[src/pkg/phc_defines.svh]
// Shared constants for the port configuration and reset loader.
// Assumes a single 250 MHz system clock and eight ports.
//
// How it works
// - Reconsult config on power-up, reset, link failure
// - Management mode loads straps, then management owns
// - Hardware mode blocks management register writes
// - Hardware mode samples straps at hardware reset
// - Fiber, forced 100/10 full/half, or negotiation
// - Forced starts link at once, else negotiation
// - Power-down pin stops ports, clock, pads, pulls
// - Power-down hides registers, then restores reset values
// - Port power-down bit stops only that port
// - Hardware reset loads negotiation, speed, duplex from straps
// - Software reset restores last captured strap values
// - Registers unavailable one millisecond after reset
// - Registers readable during software reset; bit self-clears
// - Three strap pins per port, three bits
// - First strap low: forced speed and duplex
// - First strap high: negotiate, straps two and three pick abilities
// - Disable pin high blocks management, straps govern
`ifndef PHC_DEFINES_SVH
`define PHC_DEFINES_SVH
`define PHC_PORTS     8
`define PHC_PW        3
`define PHC_AW        5
`define PHC_DW        16
`define PHC_REG_CTRL  5'h00
`define PHC_REG_ADV   5'h04
`define PHC_REG_AUX   5'h10
`define PHC_B_SRST    15
`define PHC_B_SPEED   13
`define PHC_B_NEG     12
`define PHC_B_PDOWN   11
`define PHC_B_FDX     8
`define PHC_B_AFF     8
`define PHC_B_AFH     7
`define PHC_B_ASF     6
`define PHC_B_ASH     5
`define PHC_B_FIBER   0
`define PHC_ADV_RST   4'hF
`define PHC_CLK_MHZ   250
`define PHC_HOLD_US   1000
`define PHC_HOLD_CYC  (`PHC_HOLD_US * `PHC_CLK_MHZ)
`define PHC_TW        18
`define PHC_SRST_CYC  4'h8
`define PHC_SRST_RD   4'h2
`define PHC_SRST_END  4'h1
`endif

[src/pkg/phc_pkg.sv]
// Types shared by the loader and its helpers.
// Assumes phc_defines.svh is on the include path.
`include "phc_defines.svh"
`default_nettype none
package phc_pkg;
  // Link operating selection of one port
  typedef struct packed {
    logic fiber;   // Forced fiber operation
    logic neg;     // Negotiation enable
    logic speed;   // 1: 100, 0: 10
    logic fdx;     // Full duplex
    logic pdown;   // Port power-down
  } phc_mode_t;
  // Advertised abilities of one port
  typedef struct packed {
    logic fast_full;
    logic fast_half;
    logic slow_full;
    logic slow_half;
  } phc_adv_t;
  // Management request
  typedef struct packed {
    logic                 wr;
    logic                 rd;
    logic [`PHC_PW-1:0]   port;
    logic [`PHC_AW-1:0]   addr;
    logic [`PHC_DW-1:0]   wdata;
  } phc_req_t;
  // Chip-level sequence
  typedef enum logic [3:0] {
    ST_PDOWN = 4'h1,
    ST_CAPT  = 4'h2,
    ST_HOLD  = 4'h4,
    ST_RUN   = 4'h8
  } phc_state_t;
  // Control bits from the three straps of a port
  function automatic phc_mode_t phc_strap_mode(input logic [2:0] s);
    phc_mode_t m;
    m.fiber = 1'b0;
    m.neg   = s[0];
    m.speed = s[0] | s[1];
    m.fdx   = s[2];
    m.pdown = 1'b0;
    return m;
  endfunction
  // Advertisement from the straps; forced modes leave the reset value
  function automatic phc_adv_t phc_strap_adv(input logic [2:0] s);
    phc_adv_t a;
    a = s[0] ? {s[2], 1'b1, s[1] & s[2], s[1]} : `PHC_ADV_RST;
    return a;
  endfunction
endpackage
`default_nettype wire

[src/core/phc_strap_shadow.sv]
// Shadow store of the straps captured at the last hardware reset.
// Assumes the writer loads all ports at once and reads one at a time.
`include "phc_defines.svh"
`default_nettype none
module phc_strap_shadow (
  input  wire logic                        sys_clk_i,  // System clock
  input  wire logic                        arst_n_i,   // Async reset
  input  wire logic                        wr_all_i,   // Load every entry
  input  wire logic [`PHC_PORTS*3-1:0]     wdata_i,    // Straps, port 0 low
  input  wire logic [`PHC_PW-1:0]          raddr_i,    // Port to read
  output logic      [2:0]                  rdata_o     // Registered read
);
  logic [2:0] mem_q [`PHC_PORTS];  // One entry per port

  // Entries only change on a hardware capture
  for (genvar g = 0; g < `PHC_PORTS; g++) begin : g_ent
    always_ff @(posedge sys_clk_i or negedge arst_n_i) begin
      if (!arst_n_i) begin
        mem_q[g] <= 3'h0;
      end else if (wr_all_i) begin
        mem_q[g] <= wdata_i[g*3 +: 3];
      end
    end
  end

  // Read data from a flop so restore timing is fixed
  always_ff @(posedge sys_clk_i or negedge arst_n_i) begin
    if (!arst_n_i) begin
      rdata_o <= 3'h0;
    end else begin
      rdata_o <= mem_q[raddr_i];
    end
  end
endmodule
`default_nettype wire

[src/core/phc_hold_timer.sv]
// Down counter that keeps registers hidden after a hardware capture.
// Assumes start is a single-cycle pulse.
`include "phc_defines.svh"
`default_nettype none
module phc_hold_timer #(
  parameter int unsigned HOLD = `PHC_HOLD_CYC  // Cycles to hold
) (
  input  wire logic sys_clk_i,  // System clock
  input  wire logic arst_n_i,   // Async reset
  input  wire logic start_i,    // Restart the hold
  output logic      done_o      // Hold has expired
);
  logic [`PHC_TW-1:0] cnt_q;   // Remaining cycles
  logic               busy_q;  // Counting

  // Count down; a new start always wins over expiry
  always_ff @(posedge sys_clk_i or negedge arst_n_i) begin
    if (!arst_n_i) begin
      cnt_q  <= '0;
      busy_q <= 1'b0;
    end else if (start_i) begin
      cnt_q  <= `PHC_TW'(HOLD - 1);
      busy_q <= 1'b1;
    end else if (cnt_q != '0) begin
      cnt_q  <= cnt_q - `PHC_TW'(1);
    end else begin
      busy_q <= 1'b0;
    end
  end

  assign done_o = busy_q && (cnt_q == '0);
endmodule
`default_nettype wire

[src/core/phc_loader.sv]
// Per-port configuration, reset and power-down control.
// Assumes management requests and straps are synchronous to sys_clk_i.
`include "phc_defines.svh"
`default_nettype none
module phc_loader #(
  parameter int unsigned HOLD_CYCLES = `PHC_HOLD_CYC  // Post-reset hold
) (
  input  wire logic                              sys_clk_i,               // 250 MHz
  input  wire logic                              arst_n_i,                // Hard reset
  input  wire logic                              global_power_down_pin_i, // Chip off
  input  wire logic                              mgmt_disable_pin_i,      // Straps rule
  input  wire logic [`PHC_PORTS-1:0][2:0]        led_strap_pin_i,         // Straps
  input  wire logic [`PHC_PORTS-1:0]             link_fail_i,             // Link lost
  input  wire phc_pkg::phc_req_t                 req_i,                   // Mgmt request
  output logic                                   mgmt_ready_o,            // Accepting
  output logic      [`PHC_DW-1:0]                rdata_o,                 // Read data
  output logic                                   rvalid_o,                // Read done
  output phc_pkg::phc_mode_t [`PHC_PORTS-1:0]    mode_o,                  // Link modes
  output phc_pkg::phc_adv_t  [`PHC_PORTS-1:0]    adv_o,                   // Abilities
  output logic      [`PHC_PORTS-1:0]             start_forced_o,          // Go forced
  output logic      [`PHC_PORTS-1:0]             start_neg_o,             // Go negotiate
  output logic      [`PHC_PORTS-1:0]             port_active_o,           // Port on
  output logic                                   pad_oe_o,                // Pads driven
  output logic                                   pull_en_o,               // Pulls on
  output logic                                   clock_run_o              // Clock on
);
  import phc_pkg::*;

  phc_state_t             state_q;     // Chip-level sequence
  logic                   hold_done;   // Post-reset hold over
  logic                   wr_ok;       // Accepted write
  logic [`PHC_PW-1:0]     rd_sel;      // Port whose shadow is read
  logic [2:0]             sh_rdata;    // Shadow read data
  logic [`PHC_PORTS-1:0]  srst_busy;   // Software reset running
  logic [`PHC_PORTS*3-1:0] strap_flat; // Straps in shadow layout
  logic [`PHC_DW-1:0]     rd_word;     // Read mux
  logic [`PHC_PORTS-1:0]  srst_rd;     // Port two cycles before its restore

  assign strap_flat = led_strap_pin_i;

  // Sequence: power-down, capture straps, hold, run
  always_ff @(posedge sys_clk_i or negedge arst_n_i) begin
    if (!arst_n_i) begin
      state_q <= ST_CAPT;
    end else if (global_power_down_pin_i) begin
      state_q <= ST_PDOWN;
    end else begin
      unique case (state_q)
        ST_PDOWN: begin
          state_q <= ST_CAPT;  // Leaving power-down acts as hard reset
        end
        ST_CAPT: begin
          state_q <= ST_HOLD;
        end
        ST_HOLD: begin
          if (hold_done) begin
            state_q <= ST_RUN;
          end
        end
        ST_RUN: begin
          state_q <= ST_RUN;
        end
      endcase
    end
  end

  // Registers stay hidden for the hold after capture
  phc_hold_timer #(
    .HOLD (HOLD_CYCLES)
  ) u_hold (
    .sys_clk_i (sys_clk_i),
    .arst_n_i  (arst_n_i),
    .start_i   (state_q == ST_CAPT),
    .done_o    (hold_done)
  );

  // Captured straps kept only for later software resets
  phc_strap_shadow u_shadow (
    .sys_clk_i (sys_clk_i),
    .arst_n_i  (arst_n_i),
    .wr_all_i  (state_q == ST_CAPT),
    .wdata_i   (strap_flat),
    .raddr_i   (rd_sel),
    .rdata_o   (sh_rdata)
  );

  // Disable pin shuts management out entirely
  assign mgmt_ready_o = (state_q == ST_RUN) && !mgmt_disable_pin_i;
  assign wr_ok        = req_i.wr && mgmt_ready_o;

  // Pads, pulls and clock all stop in global power-down
  assign pad_oe_o    = (state_q != ST_PDOWN);
  assign pull_en_o   = (state_q != ST_PDOWN);
  assign clock_run_o = (state_q != ST_PDOWN);

  // Pick the port two cycles before its restore; starts never coincide
  always_comb begin
    rd_sel = '0;
    for (int i = 0; i < `PHC_PORTS; i++) begin
      if (srst_rd[i]) begin
        rd_sel = `PHC_PW'(i);
      end
    end
  end

  for (genvar g = 0; g < `PHC_PORTS; g++) begin : g_port
    phc_mode_t m_q;       // Link mode bits
    phc_adv_t  a_q;       // Advertisement bits
    logic [3:0] scnt_q;   // Software reset countdown
    logic      ev_q;      // Reconsult the configuration
    logic      sel;       // Request aims at this port
    logic      wr_ctrl;   // Control write to this port
    logic      trig;      // Reconsult trigger

    assign sel     = (req_i.port == `PHC_PW'(g));
    assign wr_ctrl = wr_ok && sel && (req_i.addr == `PHC_REG_CTRL);
    assign srst_busy[g] = (scnt_q != 4'h0);
    assign srst_rd[g]   = (scnt_q == `PHC_SRST_RD);  // Flat flag: loop index is not constant

    // Mode and advertisement bits
    always_ff @(posedge sys_clk_i or negedge arst_n_i) begin
      if (!arst_n_i) begin
        m_q <= '0;
        a_q <= `PHC_ADV_RST;
      end else if (state_q == ST_PDOWN) begin
        m_q <= '0;             // Back to reset values
        a_q <= `PHC_ADV_RST;
      end else if (state_q == ST_CAPT) begin
        m_q <= phc_strap_mode(led_strap_pin_i[g]);
        a_q <= phc_strap_adv(led_strap_pin_i[g]);
      end else if (scnt_q == `PHC_SRST_END) begin
        m_q <= phc_strap_mode(sh_rdata);  // No resample of pins
        a_q <= phc_strap_adv(sh_rdata);
      end else if (wr_ok && sel && !srst_busy[g]) begin
        // Management owns the bits after the load
        if (req_i.addr == `PHC_REG_CTRL) begin
          m_q.speed <= req_i.wdata[`PHC_B_SPEED];
          m_q.neg   <= req_i.wdata[`PHC_B_NEG];
          m_q.pdown <= req_i.wdata[`PHC_B_PDOWN];
          m_q.fdx   <= req_i.wdata[`PHC_B_FDX];
        end else if (req_i.addr == `PHC_REG_ADV) begin
          a_q <= {req_i.wdata[`PHC_B_AFF], req_i.wdata[`PHC_B_AFH],
                  req_i.wdata[`PHC_B_ASF], req_i.wdata[`PHC_B_ASH]};
        end else if (req_i.addr == `PHC_REG_AUX) begin
          m_q.fiber <= req_i.wdata[`PHC_B_FIBER];
        end
      end
    end

    // Reset bit runs a fixed countdown, then clears itself
    always_ff @(posedge sys_clk_i or negedge arst_n_i) begin
      if (!arst_n_i) begin
        scnt_q <= 4'h0;
      end else if (state_q != ST_RUN) begin
        scnt_q <= 4'h0;
      end else if (wr_ctrl && !srst_busy[g] && req_i.wdata[`PHC_B_SRST]) begin
        scnt_q <= `PHC_SRST_CYC;
      end else if (srst_busy[g]) begin
        scnt_q <= scnt_q - 4'h1;
      end
    end

    // Startup, restore, link failure while running and control writes outside a software reset all reconsult
    assign trig = ((state_q == ST_HOLD) && hold_done)
                || (scnt_q == `PHC_SRST_END)
                || ((state_q == ST_RUN) && link_fail_i[g])
                || (wr_ctrl && !srst_busy[g]);

    // Event is delayed a cycle so it sees the updated mode bits
    always_ff @(posedge sys_clk_i or negedge arst_n_i) begin
      if (!arst_n_i) begin
        ev_q <= 1'b0;
      end else begin
        ev_q <= trig;
      end
    end

    // Forced modes start at once, otherwise negotiation
    always_ff @(posedge sys_clk_i or negedge arst_n_i) begin
      if (!arst_n_i) begin
        start_forced_o[g] <= 1'b0;
        start_neg_o[g]    <= 1'b0;
      end else begin
        // Fiber overrides negotiation; host must not set both
        start_forced_o[g] <= ev_q && !m_q.pdown && (m_q.fiber || !m_q.neg);
        start_neg_o[g]    <= ev_q && !m_q.pdown && m_q.neg && !m_q.fiber;
      end
    end

    assign mode_o[g]        = m_q;
    assign adv_o[g]         = a_q;
    assign port_active_o[g] = (state_q == ST_RUN) && !m_q.pdown;
  end

  // Read mux; reads stay open during a software reset
  always_comb begin
    rd_word = '0;
    unique case (req_i.addr)
      `PHC_REG_CTRL: begin
        rd_word[`PHC_B_SRST]  = srst_busy[req_i.port];
        rd_word[`PHC_B_SPEED] = mode_o[req_i.port].speed;
        rd_word[`PHC_B_NEG]   = mode_o[req_i.port].neg;
        rd_word[`PHC_B_PDOWN] = mode_o[req_i.port].pdown;
        rd_word[`PHC_B_FDX]   = mode_o[req_i.port].fdx;
      end
      `PHC_REG_ADV: begin
        rd_word[`PHC_B_AFF:`PHC_B_ASH] = adv_o[req_i.port];
      end
      `PHC_REG_AUX: begin
        rd_word[`PHC_B_FIBER] = mode_o[req_i.port].fiber;
      end
      default: begin
        rd_word = '0;  // Unmapped reads as zero
      end
    endcase
  end

  // Read answer one cycle after an accepted request
  always_ff @(posedge sys_clk_i or negedge arst_n_i) begin
    if (!arst_n_i) begin
      rdata_o  <= '0;
      rvalid_o <= 1'b0;
    end else begin
      rvalid_o <= req_i.rd && mgmt_ready_o;
      if (req_i.rd && mgmt_ready_o) begin
        rdata_o <= rd_word;
      end
    end
  end

  // Checks, per-port ones on port 0; helper keeps its last captured straps
  logic [2:0] sh0_q;  // Port 0 straps at last capture
  always_ff @(posedge sys_clk_i or negedge arst_n_i) begin
    if (!arst_n_i) begin
      sh0_q <= 3'h0;
    end else if (state_q == ST_CAPT) begin
      sh0_q <= led_strap_pin_i[0];
    end
  end
endmodule
`default_nettype wire

[config.mk]
export PLATFORM = sky130hd
export DESIGN_NAME = phc_loader
export DESIGN_NICKNAME = d
export VERILOG_FILES = /design/src/pkg/phc_pkg.sv /design/src/core/phc_strap_shadow.sv /design/src/core/phc_hold_timer.sv /design/src/core/phc_loader.sv
export VERILOG_INCLUDE_DIRS = /design/src /design/src/pkg
export SDC_FILE = /design/constraint.sdc
export NUM_CORES = 1
export LEC_CHECK = 0
export ABC_AREA = 1
export BUFFER_PORTS_ARGS = -buffer_cell sky130_fd_sc_hd__buf_2
export CAP_MARGIN = 20
export CORE_ASPECT_RATIO = 1.25
export CORE_MARGIN = 2
export CORE_UTILIZATION = 62
export CTS_BUF_LIST = sky130_fd_sc_hd__clkbuf_2
export DETAILED_ROUTE_END_ITERATION = 10
export PLACE_DENSITY_LB_ADDON = 0.25
export SLEW_MARGIN = 20
export SYNTH_ARGS = -nofsm -noshare
export SYNTH_HDL_FRONTEND = slang
export SYNTH_SLANG_ARGS = --single-unit
[constraint.sdc]
create_clock -name sys_clk_i -period 3.79 [get_ports sys_clk_i]
set_clock_uncertainty 0.05 [all_clocks]
set_input_delay 0.379 -clock sys_clk_i [delete_from_list [all_inputs] [get_ports sys_clk_i]]
set_output_delay 0.379 -clock sys_clk_i [all_outputs]
set_load 0.01 [all_outputs]
# Yosys cells after proc, flatten, opt, wreduce, memory -nomap -nowiden
# Index checks and enable logic that the tools add are counted.
[totals] register_bits=188 in_bits=62 out_inout_bits=117
[op_classes] n_addsub=9 order_cmp=2 n_eq_ne=48 n_mux=131 bitwise=19 reduce_logical=235
[ops] cell="two-way mux 4 bit" n=71
[ops] cell="two-way mux 5 bit" n=33
[ops] cell="nonzero test 4 bit" n=40
[ops] cell="logical AND 1 bit" n=93
[ops] cell="== test 4 x 1 -> 1 bit (second input constant)" n=9
[ops] cell="two-way mux 18 bit" n=2
[ops] cell="logical NOT 1 bit" n=33
[ops] cell="== test 4 x 2 -> 1 bit (second input constant)" n=8
[ops] cell="logical OR 1 bit" n=32
[ops] cell="!= test 4 x 1 -> 1 bit (second input constant)" n=8
[ops] cell="AND reduction 4 bit" n=8
[ops] cell="subtractor 4 x 1 -> 4 bit (second input constant)" n=8
[ops] cell="!= test 4 x 2 -> 1 bit (second input constant)" n=7
[ops] cell="two-way mux 3 bit" n=8
[ops] cell="AND reduction 3 bit" n=8
[ops] cell="nonzero test 3 bit" n=8
[ops] cell="logical NOT 18 bit" n=1
[ops] cell="nonzero test 18 bit" n=1
[ops] cell="subtractor 18 x 1 -> 18 bit (second input constant)" n=1
[ops] cell="one-hot mux 4 bit (4 select lines)" n=1
[ops] cell="AND reduction 2 bit" n=8
[ops] cell="binary-select mux 5 bit (select 3 bit)" n=1
[ops] cell="binary-select mux 4 bit (select 3 bit)" n=1
[ops] cell="== test 3 bit (second input constant)" n=4
[ops] cell="other kinds (23)" n=50

# Logic depth before layout (Yosys ltp)
[depth] depth_word=12 mapped_depth=16

# Hierarchy
# A second synthesis with hierarchy kept.
[unflattened] cells_unflattened=1549 hier_area_um2=11267.1
[by_module_without_submodules] module="phc_loader" instances=1 cells_each=1220 area_per_inst_um2=8823.5
[by_module_without_submodules] module="phc_strap_shadow" instances=1 cells_each=160 area_per_inst_um2=1248.7
[by_module_without_submodules] module="phc_hold_timer" instances=1 cells_each=169 area_per_inst_um2=1194.9

# Worst setup path after synthesis
# OpenSTA, ideal clock, no wires.
[synth_path] path_kind="register -> register" startpoint="register state_q[1]" endpoint="register g_port[0].a_q, in the netlist adv_o[3]" setup_ns=0.087 t_arrival_ns=1.631 required_time_ns=3.653 setup_slack_ns=2.021 path_stages_with_launch=9 path_buffers=1 cell_sequence="dfstp_2 -> inv_1 -> nand3_1 -> nand2_2 -> clkbuf_1 -> nor2_1 -> nand2_2 -> o211ai_1 -> o21ai_0"
[synth_via] elab_chain_cells=7 word_cells_on_any_way=13 cone_classes="eq/ne: 4; mux: 2; reduce/logical: 7"
[synth_rtl] item="from (decl)" line_no="phc_loader.sv:29" rtl="phc_state_t state_q;"
[synth_rtl] item="from (signal assigned)" line_no="phc_loader.sv:44" rtl="state_q <= ST_CAPT;"
[synth_rtl] item="from (signal assigned)" line_no="phc_loader.sv:46" rtl="state_q <= ST_PDOWN;"
[synth_rtl] item="from (signal assigned)" line_no="phc_loader.sv:50" rtl="state_q <= ST_CAPT;"
[synth_rtl] item="== test 4 bit" line_no="phc_loader.sv:88" rtl="assign mgmt_ready_o = (state_q == ST_RUN) && !mgmt_disable_pin_i;"
[synth_rtl] item="logical AND 1 bit" line_no="phc_loader.sv:88"
[synth_rtl] item="logical AND 1 bit" line_no="phc_loader.sv:89" rtl="assign wr_ok = req_i.wr && mgmt_ready_o;"
[synth_rtl] item="logical AND 1 bit (2 in series)" line_no="phc_loader.sv:134" rtl="end else if (wr_ok && sel && !srst_busy[g]) begin"
[synth_rtl] item="nonzero test 4 bit (no source line)"
[synth_rtl] item="AND reduction 3 bit (no source line)"
[synth_rtl] item="to (signal assigned)" line_no="phc_loader.sv:130" rtl="a_q <= phc_strap_adv(led_strap_pin_i[g]);"
[synth_rtl] item="to (signal assigned)" line_no="phc_loader.sv:133" rtl="a_q <= phc_strap_adv(sh_rdata);"
[synth_rtl] item="to (signal assigned)" line_no="phc_loader.sv:142" rtl="a_q <= {req_i.wdata[`PHC_B_AFF], req_i.wdata[`PHC_B_AFH],"
[synth_rtl] item="to (decl)" line_no="phc_loader.sv:108" rtl="phc_adv_t a_q;"
# Several ways; a longest one is shown, not always the timed one.
# A chain may end at the register's enable or synchronous reset.

# Worst setup path after layout
[layout_path] startpoint="register state_q[2]" endpoint="register g_port[6].a_q, in the netlist adv_o[27]"
[layout_via] elab_chain_cells=7 word_cells_on_any_way=13 cone_classes="eq/ne: 4; mux: 2; reduce/logical: 7"
[layout_rtl] item="== test 4 bit" line_no="phc_loader.sv:88"
[layout_rtl] item="logical AND 1 bit" line_no="phc_loader.sv:88"
[layout_rtl] item="logical AND 1 bit" line_no="phc_loader.sv:89"
[layout_rtl] item="logical AND 1 bit (2 in series)" line_no="phc_loader.sv:134"
[layout_rtl] item="nonzero test 4 bit (no source line)"
[layout_rtl] item="AND reduction 3 bit (no source line)"
[layout_rtl] item="to (signal assigned)" line_no="phc_loader.sv:130"
[layout_rtl] item="to (signal assigned)" line_no="phc_loader.sv:133"
[layout_rtl] item="to (signal assigned)" line_no="phc_loader.sv:142"
[layout_rtl] item="to (decl)" line_no="phc_loader.sv:108"
# Several ways; a longest one is shown, not always the timed one.

==> results.json <==
{
  "place_ws_ns": 1.33,
  "via_per_inst": 5.91,
  "setup_viol": 0,
  "fin_crit_sh_pct": 75.6,
  "place_area_mm2": 0.0114,
  "status": "finished, final reports clean",
  "grt_use_met3_pct": 6.42,
  "grt_pass1_vias": 10200,
  "dp.final_hpwl_mm": 24.7,
  "synth.avg_cell_area_um2": 7.71,
  "clock.fmax_mhz": 349,
  "max-vdd-ir-drop_uv": 252,
  "ios": 179,
  "overflow": 0,
  "synth_area_mm2": 0.0104,
  "busiest_layer": "met2",
  "layout_commonest_cell": "nand2_1",
  "wl_per_cell_um": 18.5,
  "port_buffers": 164,
  "firstDrtPassIters": 8,
  "vias": 10500,
  "cpLargestDelayFamily": "buffers and inverters",
  "cts_tree": "done",
  "slew_violations": 0,
  "p_per_area_mw_per_mm2": 376,
  "routed_wl_mm": 33.0,
  "grt_use_met1_pct": 47.9,
  "drt_drc_violations_left": 0,
  "cp-start-kind": "flop",
  "ys_ff_latch": 188,
  "rsz0062_at_grt": "no",
  "synth-compound-area-share_pct": 16.3,
  "layout.nets": 1638,
  "yosysSeqAreaShare_pct": 45.6,
  "period_needed_ns": 2.87,
  "stdcell_count": 1782,
  "design.die.area_mm2": 0.0178,
  "finalSetupTns_ns": 0,
  "cp.required_ns": 4.53,
  "num_rows": 52,
  "critPathBufInv": 2,
  "synthSimpleGateAreaFrac_pct": 24.4,
  "fin_util_pct": 74.5,
  "final_area_mm2": 0.0122,
  "cts_inserted_buffers": 17,
  "crit_arrival_ns": 3.61,
  "hold_class": "in2reg",
  "layout_common_cells": "nand2_1, inv_1, buf_2",
  "cp_max_fo": 39,
  "clk_pin_slew_ns": 0.28,
  "synth-xor-area-share_pct": 1.01,
  "synthArstFlopShare_pct": 100,
  "h-tree-depth": 4,
  "synth_ff_type": "dfrtp_1",
  "syn_inst": 1349,
  "core_area_mm2": 0.0163,
  "muxShareOfSynthArea_pct": 0.0962,
  "cts_buffer_depth": 2,
  "crit_path_end_kind": "flop",
  "grt_pass1_wl_mm": 52.2,
  "power.static_leakage_nw": 6.10,
  "grt_usage_pct": 38.1,
  "cap_violations": 0,
  "die_w_um": 120,
  "cp_cell_sequence": "nor2_1 -> nand3_2 -> buf_4 -> o21ai_0 -> a21oi_1 -> a31oi_1 -> dlygate4sd3_1",
  "slowest_delay_ns": 0.56,
  "worstSkewPairLatency_ns": 0.82,
  "synth_cell_types": 48,
  "critical-path-slowest-cell": "dlygate4sd3_1",
  "fin_ws_ns": 0.923,
  "place_inst": 1699,
  "synth.yosys.warnings": 0,
  "start_util_pct": 63.7,
  "antenna_found_initial": 1,
  "gp_congestion": 0.949,
  "tightest_slew_ns": 0.870,
  "grt_max_degree": 109,
  "synth_top_family_by_area": "simple AND/OR/NAND/NOR gates",
  "drive_above_1_share_pct": 17.7,
  "worst-setup-path-type": "reg2reg",
  "maxSlewHeadroom_pct": 42.0,
  "cts-root-buf": "clkbuf_2",
  "use_met2_pct": 63.1,
  "synth_edf_count": 0,
  "area_growth_pct": 16.9,
  "cts_sinks": 188,
  "final_antenna_net_count": 0,
  "drt_iter0_markers": 1075,
  "die_y_um": 149,
  "synth_adder_area_share_pct": 2.89,
  "hold_viol_final": 0
}
[tightest hold or removal path: stages]
cell and delay (ns):
buf_2 0.08, inv_1 0.05, nand4_1 0.14, nor2_1 0.10, nand3_1 0.11, nand2_1 0.06
[cell type report]
cell class / count / area [µm²]
diodes: 1 / 2.50
repair buffers: 224 / 1420
clock inverters: 14 / 160
multi-input cells: 908 / 4670
inverters: 213 / 800
clock buffers: 18 / 90.1
fillers: 1294 / 4170
flip-flops and latches: 188 / 4750
well taps: 216 / 270
[where the power goes]
| group | internal [mW] | leakage (nW) | total [mW] | switching [mW] |
|---|---|---|---|---|
| Sequential | 2.27 | 2.36 | 2.45 | 0.185 |
| Combinational | 0.369 | 3.60 | 1.05 | 0.682 |
| Clock | 0.321 | 0.144 | 1.08 | 0.756 |
[Yosys cell counts, types with 6 or more instances]
master	n	area, µm²
nand2_2	10	62.6
dfstp_2	33	867
nand2_1	276	1040
a211oi_1	8	60.1
ha_1	24	300
nand4_1	35	219
a21oi_1	78	390
dfrtp_1	155	3880
xor2_1	8	70.1
nor4_1	10	62.6
clkbuf_1	30	113
o31ai_1	6	45.0
a32o_1	6	60.1
nor3_1	14	70.1
nand3_1	82	410
buf_4	9	67.6
a31oi_1	13	81.3
buf_2	6	30.0
or2_2	9	56.3
o22ai_1	17	106
o211ai_1	27	203
o21ai_0	114	571
nor2_1	125	469
inv_1	206	773
[kinds of logic (layout without fill, tap and decap cells)]
| group | after synthesis | after routing |
|---|---|---|
| flip-flops | 188 | 188 |
| other | 1 | 8 |
| XOR/XNOR | 12 | 12 |
| multiplexers | 1 | 1 |
| adder cells (fa/ha/maj) | 24 | 24 |
| buffers and inverters | 259 | 469 |
| AND/OR/NAND/NOR | 573 | 573 |
| AO/OA/AOI/OAI | 291 | 291 |
[metrics by stage]
step / power, mW / hold WS, ns
after global placement: 3.43 / 0.388
after floorplan: 3.01 / 0.0334
after detailed placement: 3.46 / 0.402
after CTS: 4.55 / 0.0110
after global routing: 4.78 / 0.0281
final: 4.58 / 0.0453
[flip-flops by register name, summed over array words and instances (netlist names)]
name and count:
adv_o 32, g_port.ev_q 8, g_port.scnt_q 32, mode_o 40, rdata_o 9, rvalid_o 1
start_forced_o 8, start_neg_o 8, state_q 4, u_hold.busy_q 1, u_hold.cnt_q 18, u_shadow.mem_q 24
u_shadow.rdata_o 3
[timing repair]
action / in CTS / in global routing
hold buffers: 50 / 0
endpoints found under the hold margin: 206 / 0
buffers inserted: 0 / 0
gates resized for setup: 0 / 0
[final timing paths]
kind	startpoint	end	slack, ns	depth (start not counted)
worst max register to register	state_q[2]$_DFFE_PN0P_	adv_o[27]$_DFFE_PN1P_	0.92	7
worst min-delay path	req_i[19]	rdata_o[15]$_DFFE_PN0P_	0.05	6
worst min register to register	mode_o[39]$_DFFE_PN0P_	start_neg_o[7]$_DFF_PN0_	0.44	1
worst max-delay path	state_q[2]$_DFFE_PN0P_	adv_o[27]$_DFFE_PN1P_	0.92	7
min in group asynchronous	arst_n_i	g_port[6].scnt_q[0]$_DFFE_PN0P_	0.15	2
max in group asynchronous	arst_n_i	adv_o[23]$_DFFE_PN1P_	2.59	3
[per-layer routing]
layer | part of all wire, % | up-vias
met5 | 0 | -
met4 | 5.9 | 0
met3 | 8.2 | 156
met2 | 48 | 627
met1 | 38 | 4906
li1 | - | 4842
No activity file was read; power rests on OpenSTA's default activity.
